$ cat config.mk
export PLATFORM = sky130hd
export DESIGN_NAME = uft_frame_timing
export DESIGN_NICKNAME = d
export VERILOG_FILES = /design/src/uft_pkg.sv /design/src/uft_bit_tick.sv /design/src/uft_frame_timing.sv
export SDC_FILE = /design/constraint.sdc
export NUM_CORES = 1
export LEC_CHECK = 0
export ABC_AREA = 0
export BUFFER_PORTS_ARGS = -buffer_cell sky130_fd_sc_hd__clkbuf_2
export CORE_UTILIZATION = 35
export DETAILED_ROUTE_END_ITERATION = 8
export PLACE_DENSITY = 0.52
export SLEW_MARGIN = 40
export SYNTH_ARGS = -nofsm -noshare
export SYNTH_HDL_FRONTEND = slang
export SYNTH_SLANG_ARGS = --single-unit
$ cat constraint.sdc
create_clock -name clk_in -period 6.94 [get_ports clk_in]
set_clock_uncertainty 0.15 [all_clocks]
set_input_delay 1.388 -clock clk_in [delete_from_list [all_inputs] [get_ports clk_in]]
set_output_delay 1.388 -clock clk_in [all_outputs]
set_load 0.02 [all_outputs]
$ cat src/uft_pkg.sv
package uft_pkg;

  // ----------------------------------------------------------------
  // register indices (byte address is four times the index)
  // ----------------------------------------------------------------
  localparam logic [7:0] UFT_IDX_PERIOD = 8'h0d;
  localparam logic [7:0] UFT_IDX_LEFT = 8'h0e;
  localparam logic [7:0] UFT_IDX_SEQ = 8'h0f;
  localparam logic [7:0] UFT_IDX_CTRL = 8'h10;
  localparam logic [9:0] UFT_ADDR_PERIOD = {UFT_IDX_PERIOD, 2'b00};
  localparam logic [9:0] UFT_ADDR_LEFT = {UFT_IDX_LEFT, 2'b00};
  localparam logic [9:0] UFT_ADDR_SEQ = {UFT_IDX_SEQ, 2'b00};
  localparam logic [9:0] UFT_ADDR_CTRL = {UFT_IDX_CTRL, 2'b00};

  // ----------------------------------------------------------------
  // field positions
  // ----------------------------------------------------------------
  localparam int UFT_TOGGLE_POS = 31;
  localparam int UFT_BUDGET_LSB = 16;
  localparam int UFT_BUDGET_MSB = 30;
  localparam int UFT_PERIOD_MSB = 13;
  localparam int UFT_CTRL_RESET_POS = 0;
  localparam int UFT_CTRL_OPER_POS = 1;

  // ----------------------------------------------------------------
  // reset values
  // ----------------------------------------------------------------
  localparam logic [13:0] UFT_PERIOD_NOMINAL = 14'h2edf; // 11999 bit times
  localparam logic [14:0] UFT_BUDGET_RESET = 15'h0000;
  localparam logic [13:0] UFT_LEFT_RESET = 14'h0000;
  localparam logic [15:0] UFT_SEQ_RESET = 16'h0000;

  // ----------------------------------------------------------------
  // timing
  // ----------------------------------------------------------------
  localparam int UFT_CLK_HZ = 200_000_000;
  localparam int UFT_BIT_HZ = 12_000_000;

  // controller state as seen by the frame timer
  typedef enum logic [1:0] {
    UFT_ST_HALT = 2'b00,
    UFT_ST_ENTER = 2'b01,
    UFT_ST_RUN = 2'b11
  } uft_state_type;

endpackage

$ cat src/uft_bit_tick.sv
`timescale 1ns/10ps
`default_nettype none
// fractional divider: one enable per full-speed bit period
module uft_bit_tick
  import uft_pkg::*;
#(
  parameter int CLK_HZ = UFT_CLK_HZ,
  parameter int BIT_HZ = UFT_BIT_HZ
)
(
  // clock and reset
  input wire logic clk_in,
  input wire logic rst_in,
  // tick
  output logic tick_out
);

  logic [31:0] acc_ff;
  logic [32:0] sum;
  wire logic wrap;

  // ----------------------------------------------------------------
  // phase accumulator
  // ----------------------------------------------------------------
  assign sum = {1'b0, acc_ff} + 33'(BIT_HZ);
  assign wrap = (sum >= 33'(CLK_HZ));

  // advance phase, wrap once per bit period
  always_ff @(posedge clk_in)
  begin
    if (rst_in)
    begin
      acc_ff <= 32'h0000_0000;
      tick_out <= 1'b0;
    end
    else
    begin
      acc_ff <= wrap ? 32'(sum - 33'(CLK_HZ)) : sum[31:0];
      tick_out <= wrap;
    end
  end

endmodule
`default_nettype wire

$ cat src/uft_frame_timing.sv
// Implementation choice: the address-and-strobe port.
`timescale 1ns/10ps
`default_nettype none
//
// Contract
// (RL1) Software inverts interval toggle on every new frame period write.
// (RL2) Load packet budget field into budget counter at each frame start.
// (RL3) Software computes the packet budget value; hardware does not.
// (RL4) Frame period field is 14 bits, nominal value 11999 bit times.
// (RL5) Controller soft reset returns frame period to 11999.
// (RL6) Software saves frame period before triggering soft reset.
// (RL7) Software may restore saved frame period after reset.
// (RL8) Remaining-time register is a 14-bit down counter.
// (RL9) On countdown reaching zero copy interval toggle into countdown toggle.
// (RL10) Down counter decrements by one every bit time.
// (RL11) At zero, reload counter with frame period on next bit boundary.
// (RL12) Entering operational state reloads counter from frame period.
// (RL13) 16-bit frame sequence count increments on each counter reload.
// (RL14) Sequence count wraps from maximum to zero.
// (RL15) Sequence count increments on entering operational state.
// (RL16) Software may extend sequence count to 32 bits.
// (RL17) Software may trim frame period at each frame start.
// (RL18) Bit-time tick derived from 12 MHz enable, once per bit.
//
module uft_frame_timing
  import uft_pkg::*;
#(
  parameter int PERIOD_W = 14,
  parameter int BUDGET_W = 15,
  parameter int SEQ_W = 16
)
(
  // clock and reset
  input wire logic clk_in,
  input wire logic rst_in,
  // register port
  input wire logic [9:0] reg_addr_in,
  input wire logic [31:0] reg_wdata_in,
  input wire logic reg_wr_in,
  input wire logic reg_rd_in,
  output logic [31:0] reg_rdata_out,
  // frame timing status
  output logic sof_out,
  output logic [BUDGET_W-1:0] budget_count_out,
  output logic operational_out
);

  // ----------------------------------------------------------------
  // state
  // ----------------------------------------------------------------
  logic interval_toggle_bit_ff;
  logic [BUDGET_W-1:0] packet_budget_field_ff;
  logic [PERIOD_W-1:0] sof_period_ff;
  logic countdown_toggle_bit_ff;
  logic [PERIOD_W-1:0] bit_time_countdown_ff;
  logic [SEQ_W-1:0] sof_sequence_count_ff;
  logic [BUDGET_W-1:0] budget_ff;
  logic oper_req_ff;
  uft_state_type state_ff;
  uft_state_type nxt_state;
  logic [31:0] rdata_ff;
  logic sof_ff;
  logic bit_tick;

  // ----------------------------------------------------------------
  // bit-time enable
  // ----------------------------------------------------------------
  // one pulse per 12 MHz bit period
  uft_bit_tick u_tick (
    .clk_in(clk_in),
    .rst_in(rst_in),
    .tick_out(bit_tick) // RL18
  );

  // ----------------------------------------------------------------
  // address decode
  // ----------------------------------------------------------------
  wire logic hit_period = (reg_addr_in == UFT_ADDR_PERIOD);
  wire logic hit_left = (reg_addr_in == UFT_ADDR_LEFT);
  wire logic hit_seq = (reg_addr_in == UFT_ADDR_SEQ);
  wire logic hit_ctrl = (reg_addr_in == UFT_ADDR_CTRL);
  wire logic wr_period = reg_wr_in && hit_period;
  wire logic wr_left = reg_wr_in && hit_left;
  wire logic wr_ctrl = reg_wr_in && hit_ctrl;
  wire logic soft_reset = wr_ctrl && reg_wdata_in[UFT_CTRL_RESET_POS];
  wire logic oper_wr = wr_ctrl && reg_wdata_in[UFT_CTRL_OPER_POS];

  // ----------------------------------------------------------------
  // frame events
  // ----------------------------------------------------------------
  wire logic running = (state_ff == UFT_ST_RUN);
  wire logic entering = (state_ff == UFT_ST_ENTER);
  wire logic at_zero = (bit_time_countdown_ff == '0);
  wire logic reload = running && bit_tick && at_zero; // RL11
  wire logic step = running && bit_tick && !at_zero; // RL10
  wire logic frame_start = reload || entering;

  // ----------------------------------------------------------------
  // controller state machine
  // ----------------------------------------------------------------
  // halt until software sets operational, one cycle enter, then run
  always_comb
  begin
    nxt_state = state_ff;
    case (state_ff)
      UFT_ST_HALT:
      begin
        if (oper_req_ff)
        begin
          nxt_state = UFT_ST_ENTER;
        end
      end
      UFT_ST_ENTER:
      begin
        nxt_state = UFT_ST_RUN;
      end
      UFT_ST_RUN:
      begin
        if (!oper_req_ff)
        begin
          nxt_state = UFT_ST_HALT;
        end
      end
      default:
      begin
        nxt_state = UFT_ST_HALT;
      end
    endcase
  end

  always_ff @(posedge clk_in)
  begin
    if (rst_in || soft_reset)
    begin
      state_ff <= UFT_ST_HALT;
    end
    else
    begin
      state_ff <= nxt_state;
    end
  end

  // operational request bit, cleared by soft reset
  always_ff @(posedge clk_in)
  begin
    if (rst_in || soft_reset)
    begin
      oper_req_ff <= 1'b0;
    end
    else if (wr_ctrl)
    begin
      oper_req_ff <= oper_wr;
    end
  end

  // ----------------------------------------------------------------
  // frame period setup register
  // ----------------------------------------------------------------
  // software writes toggle, budget and period; soft reset restores period
  always_ff @(posedge clk_in)
  begin
    if (rst_in)
    begin
      interval_toggle_bit_ff <= 1'b0;
      packet_budget_field_ff <= UFT_BUDGET_RESET;
      sof_period_ff <= UFT_PERIOD_NOMINAL; // RL4
    end
    else if (soft_reset)
    begin
      sof_period_ff <= UFT_PERIOD_NOMINAL; // RL5
    end
    else if (wr_period)
    begin
      interval_toggle_bit_ff <= reg_wdata_in[UFT_TOGGLE_POS];
      packet_budget_field_ff <= reg_wdata_in[UFT_BUDGET_MSB:UFT_BUDGET_LSB];
      sof_period_ff <= reg_wdata_in[UFT_PERIOD_MSB:0]; // RL4
    end
  end

  // ----------------------------------------------------------------
  // bit-time countdown and its toggle
  // ----------------------------------------------------------------
  // decrement per bit, reload at zero or on entering operational
  always_ff @(posedge clk_in)
  begin
    if (rst_in)
    begin
      bit_time_countdown_ff <= UFT_LEFT_RESET;
    end
    else if (frame_start)
    begin
      bit_time_countdown_ff <= sof_period_ff; // RL11 RL12
    end
    else if (step)
    begin
      bit_time_countdown_ff <= bit_time_countdown_ff - 1'b1; // RL8 RL10
    end
    else if (wr_left)
    begin
      bit_time_countdown_ff <= reg_wdata_in[UFT_PERIOD_MSB:0];
    end
  end

  // toggle follows the interval toggle whenever the count reloads from zero while running
  always_ff @(posedge clk_in)
  begin
    if (rst_in)
    begin
      countdown_toggle_bit_ff <= 1'b0;
    end
    else if (reload)
    begin
      countdown_toggle_bit_ff <= interval_toggle_bit_ff; // RL9
    end
    else if (wr_left)
    begin
      countdown_toggle_bit_ff <= reg_wdata_in[UFT_TOGGLE_POS];
    end
  end

  // ----------------------------------------------------------------
  // frame sequence count and packet budget counter
  // ----------------------------------------------------------------
  // count each reload and each entry to operational, wraps naturally
  always_ff @(posedge clk_in)
  begin
    if (rst_in)
    begin
      sof_sequence_count_ff <= UFT_SEQ_RESET;
    end
    else if (frame_start)
    begin
      sof_sequence_count_ff <= sof_sequence_count_ff + 1'b1; // RL13 RL14 RL15
    end
  end

  // budget loaded each frame, spends one bit per bit time
  always_ff @(posedge clk_in)
  begin
    if (rst_in)
    begin
      budget_ff <= UFT_BUDGET_RESET;
    end
    else if (frame_start)
    begin
      budget_ff <= packet_budget_field_ff; // RL2
    end
    else if (step && budget_ff != '0)
    begin
      budget_ff <= budget_ff - 1'b1;
    end
  end

  // one-cycle frame start pulse
  always_ff @(posedge clk_in)
  begin
    if (rst_in)
    begin
      sof_ff <= 1'b0;
    end
    else
    begin
      sof_ff <= frame_start;
    end
  end

  // ----------------------------------------------------------------
  // read mux
  // ----------------------------------------------------------------
  wire logic [31:0] rd_period = {interval_toggle_bit_ff, packet_budget_field_ff,
                                 2'b00, sof_period_ff};
  wire logic [31:0] rd_left = {countdown_toggle_bit_ff, 17'h0_0000, bit_time_countdown_ff};
  wire logic [31:0] rd_seq = {16'h0000, sof_sequence_count_ff};
  wire logic [31:0] rd_ctrl = {30'h0000_0000, running, 1'b0};
  wire logic [31:0] rd_sel = hit_period ? rd_period :
                             hit_left ? rd_left :
                             hit_seq ? rd_seq :
                             hit_ctrl ? rd_ctrl : 32'h0000_0000;

  // read data stand only in the cycle after the strobe
  always_ff @(posedge clk_in)
  begin
    if (rst_in)
    begin
      rdata_ff <= 32'h0000_0000;
    end
    else if (reg_rd_in)
    begin
      rdata_ff <= rd_sel;
    end
    else
    begin
      rdata_ff <= 32'h0000_0000;
    end
  end

  // ----------------------------------------------------------------
  // outputs
  // ----------------------------------------------------------------
  // all straight from registers or the state decode
  assign reg_rdata_out = rdata_ff;
  assign sof_out = sof_ff;
  assign budget_count_out = budget_ff;
  assign operational_out = running;

endmodule
`default_nettype wire

==> results.txt <==
Largest net degree at the start of global routing: 93
TritonCTS buffer count: 17
Xor/xnor share of the synthesized area: 7.380%
Min-Delay Endpoint: packet_budget_field_ff[8]
# port buffers: 92
Fillers: 2071
FF-to-FF Start: u_tick.acc_ff[8]
Fin. max-slew vios: 0
Initial antenna violation count: 0
Syn Inst Count: 862
Root Buffer Master: clkbuf_16
# IOs: 95
Clock transition at path regs: 0.06 ns
Crit Reg-Reg Endpoint: u_tick.acc_ff[15]
HPWL after DPL: 13300 um
Total track usage: 19.46%
H-tree levels: 4
Synth unique cells: 78
GRT overflow: 0
Synth Register Bits: 137
Via count: 6218
Multi-input gate area in the final layout: 0.004006 sq mm
Area Overhead vs Synth: 17.62%
Synth area leader: dfxtp_1
Status: finished clean
Clock Latency Late Sink: 0.43 ns
RSZ-0062 raised after global routing: no
Share of layout cells above drive strength 1: 17.83%
Worst vdd ir: 0.1771 mV
Crit Path Max Fanout: 21
First-pass GRT wire length: 30860 um
Setup TNS: 0 ns
Postcts setup bufs: 0
DR WL/cell: 15.77 um
Diode count: 0
Worst Hold Class: reg -> reg
Detailed Route WL: 19130 um
Core box area: 0.01953 sq mm
Post-route worst setup slack: 3.073 ns
TritonCTS Sinks: 137
R2r setup slk: 3.07 ns
First-pass DRT Iterations: 5
Commonest cells post-synth: dfxtp_1 (137), nand2_1 (132), nor2_1 (96)
Yosys warnings: 0
Simple-gate share of the synthesized area: 26.34%
Slew at the pin with the worst max-slew slack: 0.8087 ns
FP Rows: 51
Ranking of synthesized cells by area: dfxtp_1 (39%), nand2_1 (7.1%), nor2_1 (5.1%)
Critical path class: reg -> reg
Area fraction of the dominant cell type after synthesis: 39.17%
Hold_buf cts: 0
Number of synthesized flops with an enable pin: 0
Most common cell in the synthesized netlist: dfxtp_1
Setup-failing EPs final: 0
Syn_nets: 914
Avg Vias per Cell: 5.126
Largest family of logic cells by synthesized area: simple AND/OR/NAND/NOR gates
Register area: 0.002743 sq mm
Multiplexer share of the synthesized area: 2.430%
Number of DRC markers in iteration 0: 383
Fin crit share: 55.72%
Worst path required time: 7.14 ns
Min Tclk post-route: 3.867 ns
Vias in the first global route: 5796
Post-cts gate resize count: 0
Die ar.: 0.02058 sq mm
DRC: 0
CTS tree: done
Post-route ant nets: 0
Power per Cell Area: 326.1 mW/mm^2
Synth Cell Area: 0.007002 sq mm
Max Root-Sink Buffers: 2
Ys flop type: dfxtp_1
Cells on worst reg2reg path: 12
Die width: 143.4 um
Max-Cap Viols: 0
Post-synth ARST share: 0%
Fin nets: 987
Max Freq: 258.6 MHz
WP data arrival: 4.06 ns
Starting Density: 35.86%
Hold Crit Depth: 2
Die height: 143.4 um
Place WS: 2.661 ns
Endpoint class of the critical path: flip-flop
Worst Min Path Start: packet_budget_field_ff[8]
Placer Congestion: 0.8154
Adder-cell area share of the yosys netlist: 1.072%
Avg Inst Size Synth: 8.123 sq um
Final Hold Viols: 0
Synth Area in Compound Gates: 19.85%
Register area share after synthesis: 39.17%
Max_slew headroom: 45.59%
CP Launch Type: flip-flop
P_leak: 3.203 nW
-- worst max-delay path: stages (launching register included) --
cell	delay, ns
dfxtp_1	0.52
inv_1	0.08
ha_1	0.30
nand2b_1	0.27
a21o_1	0.25
and4_1	0.21
a211oi_1	0.58
o21ai_0	0.21
a31oi_2	0.17
buf_4	0.31
nand2_1	0.31
and4_1	0.28
nor3_1	0.11
-- power breakdown --
part	leakage (nW)	total, mW	switching (mW)	internal (mW)
Clock	0.271	0.882	0.402	0.480
Combinational	1.82	0.845	0.488	0.357
Sequential	1.11	0.958	0.107	0.851
-- routing by layer --
layer,track usage [%],share of wire [%]
met2,30.51,46
met4,6.439,1.3
met5,0,0
met1,26.54,49
met3,3.865,3.3
-- how the worst max path moves through the flow --
stage	start	end	slack, ns	cells after the start
2_1_floorplan	reg_addr_in[6]	bit_time_countdown_ff[10]	3.80	9
3_3_place_gp	reg_addr_in[6]	bit_time_countdown_ff[0]	2.39	10
3_5_place_dp	reg_addr_in[6]	bit_time_countdown_ff[0]	2.66	10
4_1_cts	u_tick.acc_ff[8]	u_tick.acc_ff[15]	3.07	12
5_1_grt	u_tick.acc_ff[8]	u_tick.acc_ff[15]	2.68	12
6_report	u_tick.acc_ff[8]	u_tick.acc_ff[15]	3.07	12
-- sequential cells by signal, indices dropped and copies added (netlist names) --
name	count
bit_time_countdown_ff	14
budget_count_out	15
countdown_toggle_bit_ff	1
interval_toggle_bit_ff	1
oper_req_ff	1
packet_budget_field_ff	15
reg_rdata_out	32
sof_out	1
sof_period_ff	14
sof_sequence_count_ff	16
state_ff	2
u_tick.acc_ff	24
u_tick.tick_out	1
-- logic make-up (layout without fill, tap and decap cells) --
| logic type | count (synthesis) | after routing |
|---|---|---|
| AOI/OAI and AO/OA | 205 | 205 |
| xor gates and xnor gates | 59 | 59 |
| adders and majority gates | 6 | 6 |
| and+or+nand+nor | 377 | 377 |
| buffers and inverters | 61 | 147 |
| muxes | 17 | 17 |
| DFF | 137 | 137 |
-- cell usage in the layout, fill, tap and decap left out, drive strengths merged, types with 21 or more instances in the layout --
cell type / netlist / routed
a21oi: 74 / 74
nand3: 30 / 30
dfxtp: 137 / 137
clkbuf: 32 / 109
o21ai: 37 / 37
xnor2: 30 / 30
a211oi: 31 / 31
nor2: 97 / 97
and2: 21 / 21
xor2: 29 / 29
nand2: 132 / 132
-- area by class of cell --
cell class                      instances  share of cell area (%)
Clock buffer                           18                   5.333
Clock inverter                         14                   1.595
Inverter                               14                  0.6381
Multi-Input combinational cell        664                   48.65
Sequential cell                       137                   33.30
Tap cell                              265                   4.026
Timing Repair Buffer                  101                   6.457
-- through the flow --
step                cell area, sq um  cells  utilization, %  hold WS, ns  power [mW]
floorplan                       7002    862               -       0.2905       1.661
global placement                7657   1181           39.22       0.3092       1.816
detailed placement              7665   1181           39.25       0.3134       1.818
CTS                             8235   1213           42.18       0.3241       2.709
global route                    8235   1213           42.18       0.3357       2.846
finish                          8235   1213           42.18       0.3201       2.686
Note: power is estimated with default switching activity, not from simulation.
